`src/span_echo_pkg.sv`:
```
// Constants, register map and state types of the span and echo logic.
// Assumes one 125 MHz clock and a plain address/strobe register port.
package span_echo_pkg;

	// ----------------------------------------------------------------
	// Clock and time base
	// ----------------------------------------------------------------
	localparam int CLK_HZ = 125_000_000;
	localparam int MS_PER_S = 1000;
	localparam int MS_CYC_DFLT = CLK_HZ / MS_PER_S;

	// Response figures in milliseconds.
	localparam int T_FAST_1M_MS = 15;
	localparam int T_FAST_2M_MS = 20;
	localparam int T_STD_1M_MS = 25;
	localparam int T_STD_2M_MS = 35;
	localparam int STD_SAMPLES = 2;

	// Loss of echo and teach timing in milliseconds.
	localparam int LOSS_SHORT_MS = 1000;
	localparam int LOSS_LONG_MS = 4000;
	localparam int TEACH_ENTER_MS = 3000;
	localparam int FAIL_FLASH_MS = 2000;
	localparam int FLASH_FAST_MS = 50;
	localparam int FLASH_SLOW_MS = 250;

	// ----------------------------------------------------------------
	// Data widths and end codes
	// ----------------------------------------------------------------
	localparam int DW = 16;
	localparam int CW = 12;
	localparam logic [CW-1:0] CODE_MIN = 12'h000;
	localparam logic [CW-1:0] CODE_MAX = 12'hfff;

	// ----------------------------------------------------------------
	// Register map
	// ----------------------------------------------------------------
	localparam logic [7:0] ADDR_CONFIG = 8'h00;
	localparam logic [7:0] ADDR_LIMITS = 8'h04;
	localparam logic [7:0] ADDR_STATUS = 8'h08;
	localparam logic [7:0] ADDR_DIST = 8'h0c;

	localparam int CFG_FUNC_LSB = 0;
	localparam int CFG_RESP_LSB = 2;
	localparam int CFG_LOSS_LSB = 5;
	localparam int CFG_MODEL_LSB = 7;
	localparam int CFG_SLOPE_BIT = 9;
	localparam int CFG_W = 10;
	localparam logic [CFG_W-1:0] CFG_RESET = 10'h000;

	localparam int ST_STATE_LSB = 12;
	localparam int ST_PRESENT_BIT = 15;

	// Field encodings.
	localparam logic [1:0] FUNC_ANY = 2'h0;
	localparam logic [1:0] FUNC_OBJECT = 2'h1;
	localparam logic [1:0] FUNC_NEAR_ONLY = 2'h2;
	localparam logic [1:0] FUNC_WINDOW = 2'h3;
	localparam logic [2:0] RESP_STD = 3'h0;
	localparam logic [2:0] RESP_FAST = 3'h1;
	localparam logic [2:0] RESP_SHIFT_OFS = 3'h1;
	localparam logic [1:0] LOSS_HOLD_FIRST = 2'h2;
	localparam logic [1:0] MODEL_1M = 2'h0;
	localparam logic [1:0] MODEL_8M = 2'h2;

	// Teach sequence states.
	typedef enum logic [2:0] {
		T_RUN, T_ENTER, T_ENTERED, T_WAIT, T_PRESS, T_FAIL
	} teach_t;

endpackage

```
`src/span_echo_logic.sv`:
```
// Echo gating, output averaging, limit teaching and loss-of-echo control.
// Assumes echo_valid/echo_dist come from the time-of-flight logic on ref_clk,
// the teach button is a raw pin, and the limit store answers on the same clock.
//
// Local design decisions: the strobed register port and the placing of the registers.
`timescale 1ns/10ps
`default_nettype none

module span_echo_logic
	import span_echo_pkg::*;
#(
	parameter int MS_CYC = MS_CYC_DFLT
) (
	input wire logic ref_clk,
	input wire logic rst,
	input wire logic [7:0] addr,
	input wire logic [31:0] wdata,
	input wire logic wr,
	input wire logic rd,
	output logic [31:0] rdata,
	input wire logic echo_valid,
	input wire logic [DW-1:0] echo_dist,
	output logic ping_req,
	input wire logic teach_btn_n,
	input wire logic [DW-1:0] nv_lim_a_in,
	input wire logic [DW-1:0] nv_lim_b_in,
	output logic nv_wr,
	output logic [DW-1:0] nv_lim_a,
	output logic [DW-1:0] nv_lim_b,
	output logic [CW-1:0] out_code,
	output logic led_red,
	output logic led_green,
	output logic led_level
);

	// ----------------------------------------------------------------
	// State
	// ----------------------------------------------------------------
	typedef struct packed {
		logic [CFG_W-1:0] cfg;
		logic [31:0] rdata;
		logic b1;
		logic b2;
		logic loaded;
		logic [DW-1:0] lim_a;
		logic [DW-1:0] lim_b;
		logic [DW-1:0] tmp;
		logic [31:0] ms_cnt;
		logic tick;
		logic [11:0] ping_cnt;
		logic ping;
		logic wait_echo;
		logic first_pend;
		logic [DW-1:0] pos_dist;
		logic [DW-1:0] acc_dist;
		logic [DW-1:0] filt;
		logic [DW-1:0] prev;
		logic got;
		logic present;
		logic [12:0] loss_cnt;
		teach_t tstate;
		logic idx;
		logic [11:0] tcnt;
		logic [7:0] fast_cnt;
		logic [7:0] slow_cnt;
		logic flash_fast;
		logic flash_slow;
		logic [CW-1:0] code;
		logic led_r;
		logic led_g;
		logic [CW-1:0] pwm;
		logic led_lvl;
		logic nv_wr;
	} state_t;

	localparam state_t RESET_STATE = '{cfg: CFG_RESET, tstate: T_RUN, default: '0};
	localparam logic [31:0] MS_LAST = 32'(MS_CYC - 1);

	state_t r_reg;
	state_t r_next;

	// ----------------------------------------------------------------
	// Helpers
	// ----------------------------------------------------------------

	// Linear code between the limits, clamped at the two end codes.
	function automatic logic [CW-1:0] span_code(input logic [DW-1:0] d,
		input logic [DW-1:0] lo, input logic [DW-1:0] hi);
		logic [DW+CW-1:0] q;
		q = '0;
		if (d <= lo) begin
			return CODE_MIN;
		end else if (d >= hi) begin
			return CODE_MAX;
		end
		q = {d - lo, {CW{1'b0}}} / (DW+CW)'(hi - lo);
		return q[CW-1:0];
	endfunction

	// One step of the exponential filter with gain two to the minus k.
	function automatic logic [DW-1:0] exp_step(input logic [DW-1:0] y,
		input logic [DW-1:0] x, input logic [2:0] k);
		logic signed [DW:0] diff;
		logic signed [DW:0] sum;
		diff = $signed({1'b0, x}) - $signed({1'b0, y});
		sum = $signed({1'b0, y}) + (diff >>> k);
		return sum[DW-1:0];
	endfunction

	// Gate test of one echo for the selected functionality.
	function automatic logic echo_ok(input logic [1:0] f, input logic [DW-1:0] d,
		input logic [DW-1:0] lo, input logic [DW-1:0] hi);
		case (f)
			FUNC_ANY: echo_ok = 1'b1;
			FUNC_WINDOW: echo_ok = (d >= lo) && (d <= hi);
			default: echo_ok = (d >= lo);
		endcase
	endfunction

	// Configuration fields and sorted limits.
	logic [1:0] func;
	logic [2:0] resp;
	logic [1:0] loss_sel;
	logic [1:0] model;
	logic slope_fall;
	logic [DW-1:0] near_lim;
	logic [DW-1:0] far_lim;
	logic btn;
	logic accept;
	logic [11:0] ping_ms;
	logic [12:0] loss_ms;
	logic [DW:0] mean_sum;

	assign func = r_reg.cfg[CFG_FUNC_LSB +: 2];
	assign resp = r_reg.cfg[CFG_RESP_LSB +: 3];
	assign loss_sel = r_reg.cfg[CFG_LOSS_LSB +: 2];
	assign model = r_reg.cfg[CFG_MODEL_LSB +: 2];
	assign slope_fall = r_reg.cfg[CFG_SLOPE_BIT];
	assign near_lim = (r_reg.lim_a <= r_reg.lim_b) ? r_reg.lim_a : r_reg.lim_b;
	assign far_lim = (r_reg.lim_a <= r_reg.lim_b) ? r_reg.lim_b : r_reg.lim_a;
	assign btn = r_reg.b2;
	assign mean_sum = {1'b0, echo_dist} + {1'b0, r_reg.prev};

	// A ping stays open until an echo is taken; modes other than 01 close on the first.
	assign accept = echo_valid && r_reg.wait_echo
		&& echo_ok(func, echo_dist, near_lim, far_lim);

	// Ping period: standard spreads two pings over its response, others ping at fast rate.
	always_comb begin
		if (model == MODEL_1M) begin
			ping_ms = (resp == RESP_STD) ? 12'(T_STD_1M_MS / STD_SAMPLES) : 12'(T_FAST_1M_MS);
		end else begin
			ping_ms = (resp == RESP_STD) ? 12'(T_STD_2M_MS / STD_SAMPLES)
				: 12'(T_FAST_2M_MS);
		end
		loss_ms = (model == MODEL_8M) ? 13'(LOSS_LONG_MS) : 13'(LOSS_SHORT_MS);
	end

	// ----------------------------------------------------------------
	// Next state
	// ----------------------------------------------------------------

	// All behaviour is computed here from the registered copy.
	always_comb begin
		r_next = r_reg;
		r_next.tick = 1'b0;
		r_next.ping = 1'b0;
		r_next.nv_wr = 1'b0;
		r_next.rdata = '0;

		// Two-stage synchroniser for the low-active button pin.
		r_next.b1 = ~teach_btn_n;
		r_next.b2 = r_reg.b1;

		// Limits come back from storage in the first cycle after reset.
		if (!r_reg.loaded) begin
			r_next.loaded = 1'b1;
			r_next.lim_a = nv_lim_a_in;
			r_next.lim_b = nv_lim_b_in;
		end

		// Register port: one writable configuration word, three status words.
		if (wr && addr == ADDR_CONFIG) begin
			r_next.cfg = wdata[CFG_W-1:0];
		end
		if (rd) begin
			case (addr)
				ADDR_CONFIG: r_next.rdata = 32'(r_reg.cfg);
				ADDR_LIMITS: r_next.rdata = {far_lim, near_lim};
				ADDR_STATUS: r_next.rdata = 32'({r_reg.present, r_reg.tstate, r_reg.code});
				ADDR_DIST: r_next.rdata = 32'(r_reg.acc_dist);
				default: r_next.rdata = '0;
			endcase
		end

		// Millisecond tick and the two flash rates.
		if (r_reg.ms_cnt == MS_LAST) begin
			r_next.ms_cnt = '0;
			r_next.tick = 1'b1;
		end else begin
			r_next.ms_cnt = r_reg.ms_cnt + 32'h1;
		end
		if (r_reg.tick) begin
			r_next.fast_cnt = r_reg.fast_cnt + 8'h1;
			r_next.slow_cnt = r_reg.slow_cnt + 8'h1;
			if (r_reg.fast_cnt == 8'(FLASH_FAST_MS - 1)) begin
				r_next.fast_cnt = '0;
				r_next.flash_fast = ~r_reg.flash_fast;
			end
			if (r_reg.slow_cnt == 8'(FLASH_SLOW_MS - 1)) begin
				r_next.slow_cnt = '0;
				r_next.flash_slow = ~r_reg.flash_slow;
			end
		end

		// Ping request opens a new echo window.
		if (r_reg.tick) begin
			if (r_reg.ping_cnt >= ping_ms - 12'h1) begin
				r_next.ping_cnt = '0;
				r_next.ping = 1'b1;
				r_next.wait_echo = 1'b1;
				r_next.first_pend = 1'b1;
			end else begin
				r_next.ping_cnt = r_reg.ping_cnt + 12'h1;
			end
		end

		// Echo handling; an echo in the timeout cycle wins over the loss.
		if (echo_valid) begin
			r_next.present = 1'b1;
			r_next.loss_cnt = '0;
			if (r_reg.first_pend) begin
				r_next.first_pend = 1'b0;
				r_next.pos_dist = echo_dist;
			end
			if (accept) begin
				r_next.wait_echo = 1'b0;
				r_next.got = 1'b1;
				r_next.acc_dist = echo_dist;
				r_next.prev = echo_dist;
				if (!r_reg.got || resp == RESP_FAST) begin
					r_next.filt = echo_dist;
				end else if (resp == RESP_STD) begin
					r_next.filt = mean_sum[DW:1];
				end else begin
					r_next.filt = exp_step(r_reg.filt, echo_dist, resp - RESP_SHIFT_OFS);
				end
			end else if (func != FUNC_OBJECT) begin
				r_next.wait_echo = 1'b0;
			end
		end else if (r_reg.tick) begin
			if (r_reg.loss_cnt >= loss_ms - 13'h1) begin
				r_next.present = 1'b0;
				if (loss_sel < LOSS_HOLD_FIRST) begin
					r_next.got = 1'b0;
				end
			end else begin
				r_next.loss_cnt = r_reg.loss_cnt + 13'h1;
			end
		end

		// Teach sequence; only the entry hold (T_ENTER) and the fail flash have a time limit.
		case (r_reg.tstate)
			T_RUN: begin
				if (btn) begin
					r_next.tstate = T_ENTER;
					r_next.tcnt = '0;
				end
			end
			T_ENTER: begin
				if (!btn) begin
					r_next.tstate = T_RUN;
				end else if (r_reg.tick) begin
					if (r_reg.tcnt == 12'(TEACH_ENTER_MS - 1)) begin
						r_next.tstate = T_ENTERED;
						r_next.idx = 1'b0; // A new session always asks for the first limit in green.
					end else begin
						r_next.tcnt = r_reg.tcnt + 12'h1;
					end
				end
			end
			T_ENTERED: begin
				if (!btn) begin
					r_next.tstate = T_WAIT;
					r_next.idx = 1'b0;
				end
			end
			T_WAIT: begin
				if (btn) begin
					r_next.tstate = T_PRESS;
				end
			end
			T_PRESS: begin
				if (!btn) begin
					if (!r_reg.present) begin
						r_next.tstate = T_FAIL;
						r_next.tcnt = '0;
					end else if (!r_reg.idx) begin
						r_next.tmp = r_reg.pos_dist;
						r_next.idx = 1'b1;
						r_next.tstate = T_WAIT;
					end else begin
						r_next.lim_a = r_reg.tmp;
						r_next.lim_b = r_reg.pos_dist;
						r_next.nv_wr = 1'b1;
						r_next.tstate = T_RUN;
					end
				end
			end
			T_FAIL: begin
				if (r_reg.tick) begin
					if (r_reg.tcnt == 12'(FAIL_FLASH_MS - 1)) begin
						r_next.tstate = T_WAIT;
					end else begin
						r_next.tcnt = r_reg.tcnt + 12'h1;
					end
				end
			end
			default: r_next.tstate = T_RUN;
		endcase

		// Output code: forced end value until an echo is held, else the mapped distance.
		if (!r_reg.got) begin
			r_next.code = loss_sel[0] ? CODE_MAX : CODE_MIN;
		end else if (slope_fall) begin
			r_next.code = ~span_code(r_reg.filt, near_lim, far_lim);
		end else begin
			r_next.code = span_code(r_reg.filt, near_lim, far_lim);
		end

		// Multicolour LED: red and green together give amber.
		case (r_reg.tstate)
			T_ENTER: begin
				r_next.led_r = r_reg.flash_fast;
				r_next.led_g = r_reg.flash_fast;
			end
			T_ENTERED, T_WAIT: begin
				r_next.led_r = r_reg.idx && r_reg.flash_slow;
				r_next.led_g = r_reg.flash_slow;
			end
			T_PRESS: begin
				r_next.led_r = 1'b1;
				r_next.led_g = r_reg.present;
			end
			T_FAIL: begin
				r_next.led_r = r_reg.flash_slow;
				r_next.led_g = 1'b0;
			end
			default: begin
				r_next.led_r = r_reg.present && (r_reg.pos_dist < near_lim
					|| r_reg.pos_dist > far_lim);
				r_next.led_g = r_reg.present && r_reg.pos_dist >= near_lim;
			end
		endcase

		// Level LED: pulse width follows the output code.
		r_next.pwm = r_reg.pwm + 12'h1;
		r_next.led_lvl = (r_reg.code > r_reg.pwm) || (r_reg.code == CODE_MAX);
	end

	// State register with synchronous reset.
	always_ff @(posedge ref_clk) begin
		if (rst) begin
			r_reg <= RESET_STATE;
		end else begin
			r_reg <= r_next;
		end
	end

	// Outputs straight from the state register.
	assign rdata = r_reg.rdata;
	assign ping_req = r_reg.ping;
	assign nv_wr = r_reg.nv_wr;
	assign nv_lim_a = r_reg.lim_a;
	assign nv_lim_b = r_reg.lim_b;
	assign out_code = r_reg.code;
	assign led_red = r_reg.led_r;
	assign led_green = r_reg.led_g;
	assign led_level = r_reg.led_lvl;
endmodule // span_echo_logic

`default_nettype wire

```
`config.mk`:
```
export PLATFORM = sky130hd
export DESIGN_NAME = span_echo_logic
export DESIGN_NICKNAME = d
export VERILOG_FILES = /design/src/span_echo_pkg.sv /design/src/span_echo_logic.sv
export SDC_FILE = /design/constraint.sdc
export NUM_CORES = 2
export LEC_CHECK = 0
export ABC_AREA = 1
export BUFFER_PORTS_ARGS = -buffer_cell sky130_fd_sc_hd__buf_2
export CAP_MARGIN = 20
export CORE_AREA = 3 3 261 263
export CTS_BUF_LIST = sky130_fd_sc_hd__clkbuf_4
export CTS_CLUSTER_DIAMETER = 30
export DETAILED_ROUTE_END_ITERATION = 12
export DIE_AREA = 0 0 264 266
export PLACE_DENSITY_LB_ADDON = 0.3
export SLEW_MARGIN = 20
export SYNTH_ARGS = -nofsm -noshare
export SYNTH_HDL_FRONTEND = slang
export SYNTH_SLANG_ARGS = --single-unit
```
`constraint.sdc`:
```
create_clock -name ref_clk -period 59.1 [get_ports ref_clk]
set_input_delay 11.82 -clock ref_clk [delete_from_list [all_inputs] [get_ports ref_clk]]
set_output_delay 11.82 -clock ref_clk [all_outputs]
set_load 0.01 [all_outputs]
```
==> results of run 1 <==
what timing repair did:
item                                    CTS
pin swaps                               226
setup buffers                           392
gates cloned                              7
resized for setup                       245
hold endpoints to repair                  0
endpoints found under the setup margin    3
Yosys cell counts, types with 17 or more instances:
master	count
xor2_1	190
buf_4	91
xnor2_1	135
nand2_2	68
o21ai_2	30
nand4_1	49
a21oi_1	553
a21o_1	34
nor4_1	30
inv_2	27
nand3_2	27
clkbuf_1	75
a31oi_1	27
o21bai_1	39
ha_1	577
dfxtp_1	266
inv_1	826
o21ai_1	69
a21oi_2	29
nand3_1	272
nor3_1	78
nand2_1	1286
a211oi_1	43
or2_2	71
nor3b_1	17
mux2i_1	24
o21ai_0	325
nor2_1	496
metal layers:
layer	GRT overflow	track usage, %
met4	433	94.4
met2	1068	103
met3	92	81.4
met1	125	87.1
met5	3	66.0
through the flow:
step,std cells,util (%),setup WS [ns]
after floorplan,6035,-,-0.145
after detailed placement,8291,77.3,-5.37
after CTS,8815,84.8,-2.12
after global placement,8291,77.3,-2.89
cells by family after synthesis:
logic type               share of synthesized area [%]
flip-flops                                        13.7
multiplexers                                      1.06
AND/OR/NAND/NOR                                   27.7
adder cells (fa/ha/maj)                           18.8
XOR/XNOR                                          7.34
AO/OA/AOI/OAI                                     19.5
buffers and inverters                             11.8
==> results.py, run 1 <==
metrics = {
    "clock_network": {
        "cts_hold_buf": 0,
        "h-tree-depth": 3,
        "cts_buffer_depth": 3,
        "cts_buffers": 71,
        "clock_sinks": 266,
        "cts_root_buffer": "clkbuf_4",
    },
    "placement": {
        "placedInstanceArea_sq_mm": 0.0509,
        "dpl.hpwl_um": 104000,
        "io_buffers": 152,
        "place_congestion": 0.995,
    },
    "grt": {
        "grt_usage_pct": 90.8,
        "grt-ovfl-total": 1721,
        "grt_start_max_net_pins": 76,
    },
    "logic_synthesis": {
        "netlist.area_leader.share_pct": 18.6,
        "synth-async-reset-ratio_pct": 0,
        "synthTopCellsByArea": "ha_1, dfxtp_1, nand2_1, inv_1, a21oi_1",
        "yosysUniqueCellTypes": 82,
        "synth_area_sq_mm": 0.0388,
        "synth_fp_nets": 6710,
        "synth_top_cell_by_area": "ha_1",
        "yosysWarnings": 0,
        "synth_ff_type": "dfxtp_1",
        "syn_avg_cell_area_sq_um": 6.43,
        "ys_seq_area_share_pct": 13.7,
        "postSynthCellCount": 6035,
        "synth-seq-cells": 266,
        "synth_edf_count": 0,
    },
    "die": {
        "initial_core_util_pct": 58.9,
        "die_h_um": 266,
        "num_io_pins": 175,
        "rows": 94,
        "dieWidth_um": 264,
    },
    "run_status": {
        "lastStage": "global routing",
        "status": "did not finish",
        "firstError": "[ERROR GRT-0232] Routing congestion too high. Check the congestion heatmap in the GUI.",
    },
    "timing": {
        "worst_endpoint": "out_code[0]$_SDFF_PP0_/D",
        "worstEndpointType": "sequential cell input",
    },
}
==> run 2: changes to the inputs <==
--- a/config.mk
+++ b/config.mk
@@ -8,12 +8,10 @@
 export ABC_AREA = 1
 export BUFFER_PORTS_ARGS = -buffer_cell sky130_fd_sc_hd__buf_2
 export CAP_MARGIN = 20
-export CORE_AREA = 3 3 261 263
-export CTS_BUF_LIST = sky130_fd_sc_hd__clkbuf_4
-export CTS_CLUSTER_DIAMETER = 30
+export CORE_AREA = 3 3 316 318
 export DETAILED_ROUTE_END_ITERATION = 12
-export DIE_AREA = 0 0 264 266
-export PLACE_DENSITY_LB_ADDON = 0.3
+export DIE_AREA = 0 0 319 321
+export PLACE_DENSITY_LB_ADDON = 0.15
 export SLEW_MARGIN = 20
 export SYNTH_ARGS = -nofsm -noshare
 export SYNTH_HDL_FRONTEND = slang
==> constraint.sdc (replaced) <==
create_clock -name ref_clk -period 76.8 [get_ports ref_clk]
set_input_delay 15.36 -clock ref_clk [delete_from_list [all_inputs] [get_ports ref_clk]]
set_output_delay 15.36 -clock ref_clk [all_outputs]
set_load 0.01 [all_outputs]
==> run 2 against run 1 <==
Effect of this change: the run now ends clean; synthesized area unchanged; synthesized cell count unchanged.
==> results.py, run 2 <==
metrics = {
    "run_status": {
        "status": "completed",
    },
    "clock_network": {
        "cts_root_buffer": "clkbuf_16",
        "cts_buffers": 26,
        "cts_buffer_depth": 3,
        "clock_sinks": 266,
        "cts_tree": "built",
        "h-tree-depth": 1,
        "clk_latency_ns": 0.56,
        "path_clk_slew_ns": 0.07,
        "cts_hold_buf": 0,
    },
    "placement": {
        "dpl.hpwl_um": 95200,
        "io_buffers": 152,
        "place_congestion": 0.916,
        "placedInstanceArea_sq_mm": 0.0434,
        "placedCellCount": 7732,
        "place_ws_ns": 1.66,
    },
    "grt": {
        "grt_start_max_net_pins": 83,
        "grt_most_used_layer": "met2",
        "met1_usage_pct": 30.7,
        "grt_usage_pct": 22.9,
        "grt-ovfl-total": 0,
        "met3_usage_pct": 1.97,
        "use_met2_pct": 39.2,
        "grt_pass1_wl_um": 193000,
        "first_global_vias": 37041,
        "antenna_found_initial": 0,
    },
    "logic_synthesis": {
        "synth_edf_count": 0,
        "synth-seq-cells": 266,
        "ys_seq_area_share_pct": 13.7,
        "synth_top_cell_by_area": "ha_1",
        "yosysMostFrequentCell": "nand2_1",
        "synth_ff_type": "dfxtp_1",
        "synth_fp_nets": 6710,
        "syn_avg_cell_area_sq_um": 6.43,
        "synth-async-reset-ratio_pct": 0,
        "postSynthCellCount": 6035,
        "synth_area_sq_mm": 0.0388,
        "yosysWarnings": 0,
        "netlist.area_leader.share_pct": 18.6,
        "yosysUniqueCellTypes": 82,
        "synthTopCellsByCount": "nand2_1, inv_1, ha_1",
        "synthTopCellsByArea": "ha_1, dfxtp_1, nand2_1, inv_1, a21oi_1",
    },
    "cells_and_area": {
        "syn_to_final_growth_pct": 15.7,
        "drive_above_1_share_pct": 16.5,
        "diodes": 0,
        "layout_commonest_cell": "nand2_1",
        "final_nets": 7186,
        "largest_register_ffs": 177,
        "final_cell_mix": "nand2_1, inv_1, ha_1",
        "final_area_sq_mm": 0.0449,
        "stdcell_count": 7806,
    },
    "die": {
        "coreArea_sq_mm": 0.0969,
        "dieWidth_um": 319,
        "die-area_sq_mm": 0.102,
        "initial_core_util_pct": 40.0,
        "rows": 114,
        "num_io_pins": 175,
        "die_h_um": 321,
    },
    "critical_path": {
        "critPathLaunchType": "register",
        "crit_type": "register to register",
        "critical-path-max-stage-delay_ns": 0.53,
        "rrSetupSlack_ns": 7.71,
        "startpoint": "nv_lim_b[11]",
        "cp_data_arrival_time_ns": 69.56,
        "rr_startpoint": "nv_lim_b[11]",
        "crit_end": "out_code[0]",
        "critPathCaptureType": "register",
        "critPathMaxFanout": 32,
        "slowest_stage": "dfxtp_1",
        "timing.rr.end": "out_code[0]",
        "crit_top_cell": "nand2_1",
        "critPathRequiredTime_ns": 77.27,
        "r2r_cells": 511,
    },
    "timing": {
        "finClkSkew_ns": 0.0224,
        "final.period_utilization_pct": 90.0,
        "worst_slew_pin_slew_ns": 1.07,
        "finalSetupViolations": 0,
        "clock.fmax_mhz": 14.5,
        "finalMaxSlewViolations": 0,
        "relSlewSlack_pct": 27.9,
        "hold_violations": 0,
        "period_needed_ns": 69.09,
        "worst_hold_slack_ns": 0.441,
        "fin_ws_ns": 7.71,
    },
    "drt": {
        "first_iter_violations": 2166,
        "num_vias": 39729,
        "drt_first_pass_iters": 8,
        "drc": 0,
        "antenna_left": 0,
        "wl_um": 121000,
        "vias_per_cell": 5.09,
        "wl_per_cell_um": 15.5,
    },
    "worst_hold_path": {
        "holdCritPathClass": "register to register",
    },
    "flow_run": {
        "cap_violations": 0,
    },
}
==> run 2: cell counts after synthesis <==
No cell type changed its count.
==> run 2: critical path: cells and delay by family (launching register included) <==
| kind | cells | cell delay, ns |
|---|---|---|
| DFF | 1 | 0.53 |
| buffers and inverters | 77 | 7.74 |
| and+or+nand+nor | 223 | 23.25 |
| adders and majority gates | 30 | 9.02 |
| AOI/OAI and AO/OA | 181 | 28.32 |
==> run 2: cell families (layout without fill, tap and decap cells) <==
| family | after synthesis | after routing | share of synthesized area, % |
|---|---|---|---|
| simple gates | 2459 | 2461 | 27.7 |
| buf+inv | 1072 | 1565 | 11.8 |
| fa+ha+maj | 581 | 581 | 18.8 |
| compound gates | 1293 | 1293 | 19.5 |
| xor+xnor | 325 | 325 | 7.34 |
| mux | 39 | 39 | 1.06 |
| flops | 266 | 266 | 13.7 |
==> run 2: how the worst min path moves through the flow <==
stage | startpoint | end | slack [ns] | cells past startpoint
6_report | r_reg[152] | r_reg[152] | 0.44 | 2
5_1_grt | r_reg[151] | r_reg[151] | 0.46 | 2
4_1_cts | r_reg[152] | r_reg[152] | 0.44 | 2
3_5_place_dp | r_reg[152] | r_reg[152] | 0.43 | 2
3_3_place_gp | r_reg[152] | r_reg[152] | 0.43 | 2
2_1_floorplan | r_next[238] | btn | 0.39 | 2
==> run 2: final cells by class <==
type                            instances  area, sq um
Multi-Input combinational cell       4699        29200
Sequential cell                       266         5330
Fill cell                           10263        52000
Tap cell                             1276         1600
Clock inverter                         13          155
Inverter                              865         3270
Clock buffer                           34          752
Timing Repair Buffer                  653         4600
==> run 2: repair_timing <==
action | in CTS | in global routing
buffers inserted | 0 | 24
resized for setup | 0 | 101
endpoints found under the setup margin | 0 | 3
hold endpoints to repair | 0 | 0
==> run 2: layer usage <==
layer  part of all wire, %  wire length [um]
met5                     0                 0
met4                   2.9              3510
met3                   4.7              5660
met2                    45             55000
met1                    47             57000
==> run 2: stage by stage <==
step / TNS (ns) / util (%)
3_3_place_gp: 0 / 44.8
5_1_grt: -0.227 / 46.3
3_5_place_dp: 0 / 44.8
6_report: 0 / 46.3
4_1_cts: 0 / 45.8
2_1_floorplan: 0 / -
Power of run 2 is left out: the tool's default activity adds up to more than one toggle a clock period on the data nets, which glitch-free logic cannot reach.
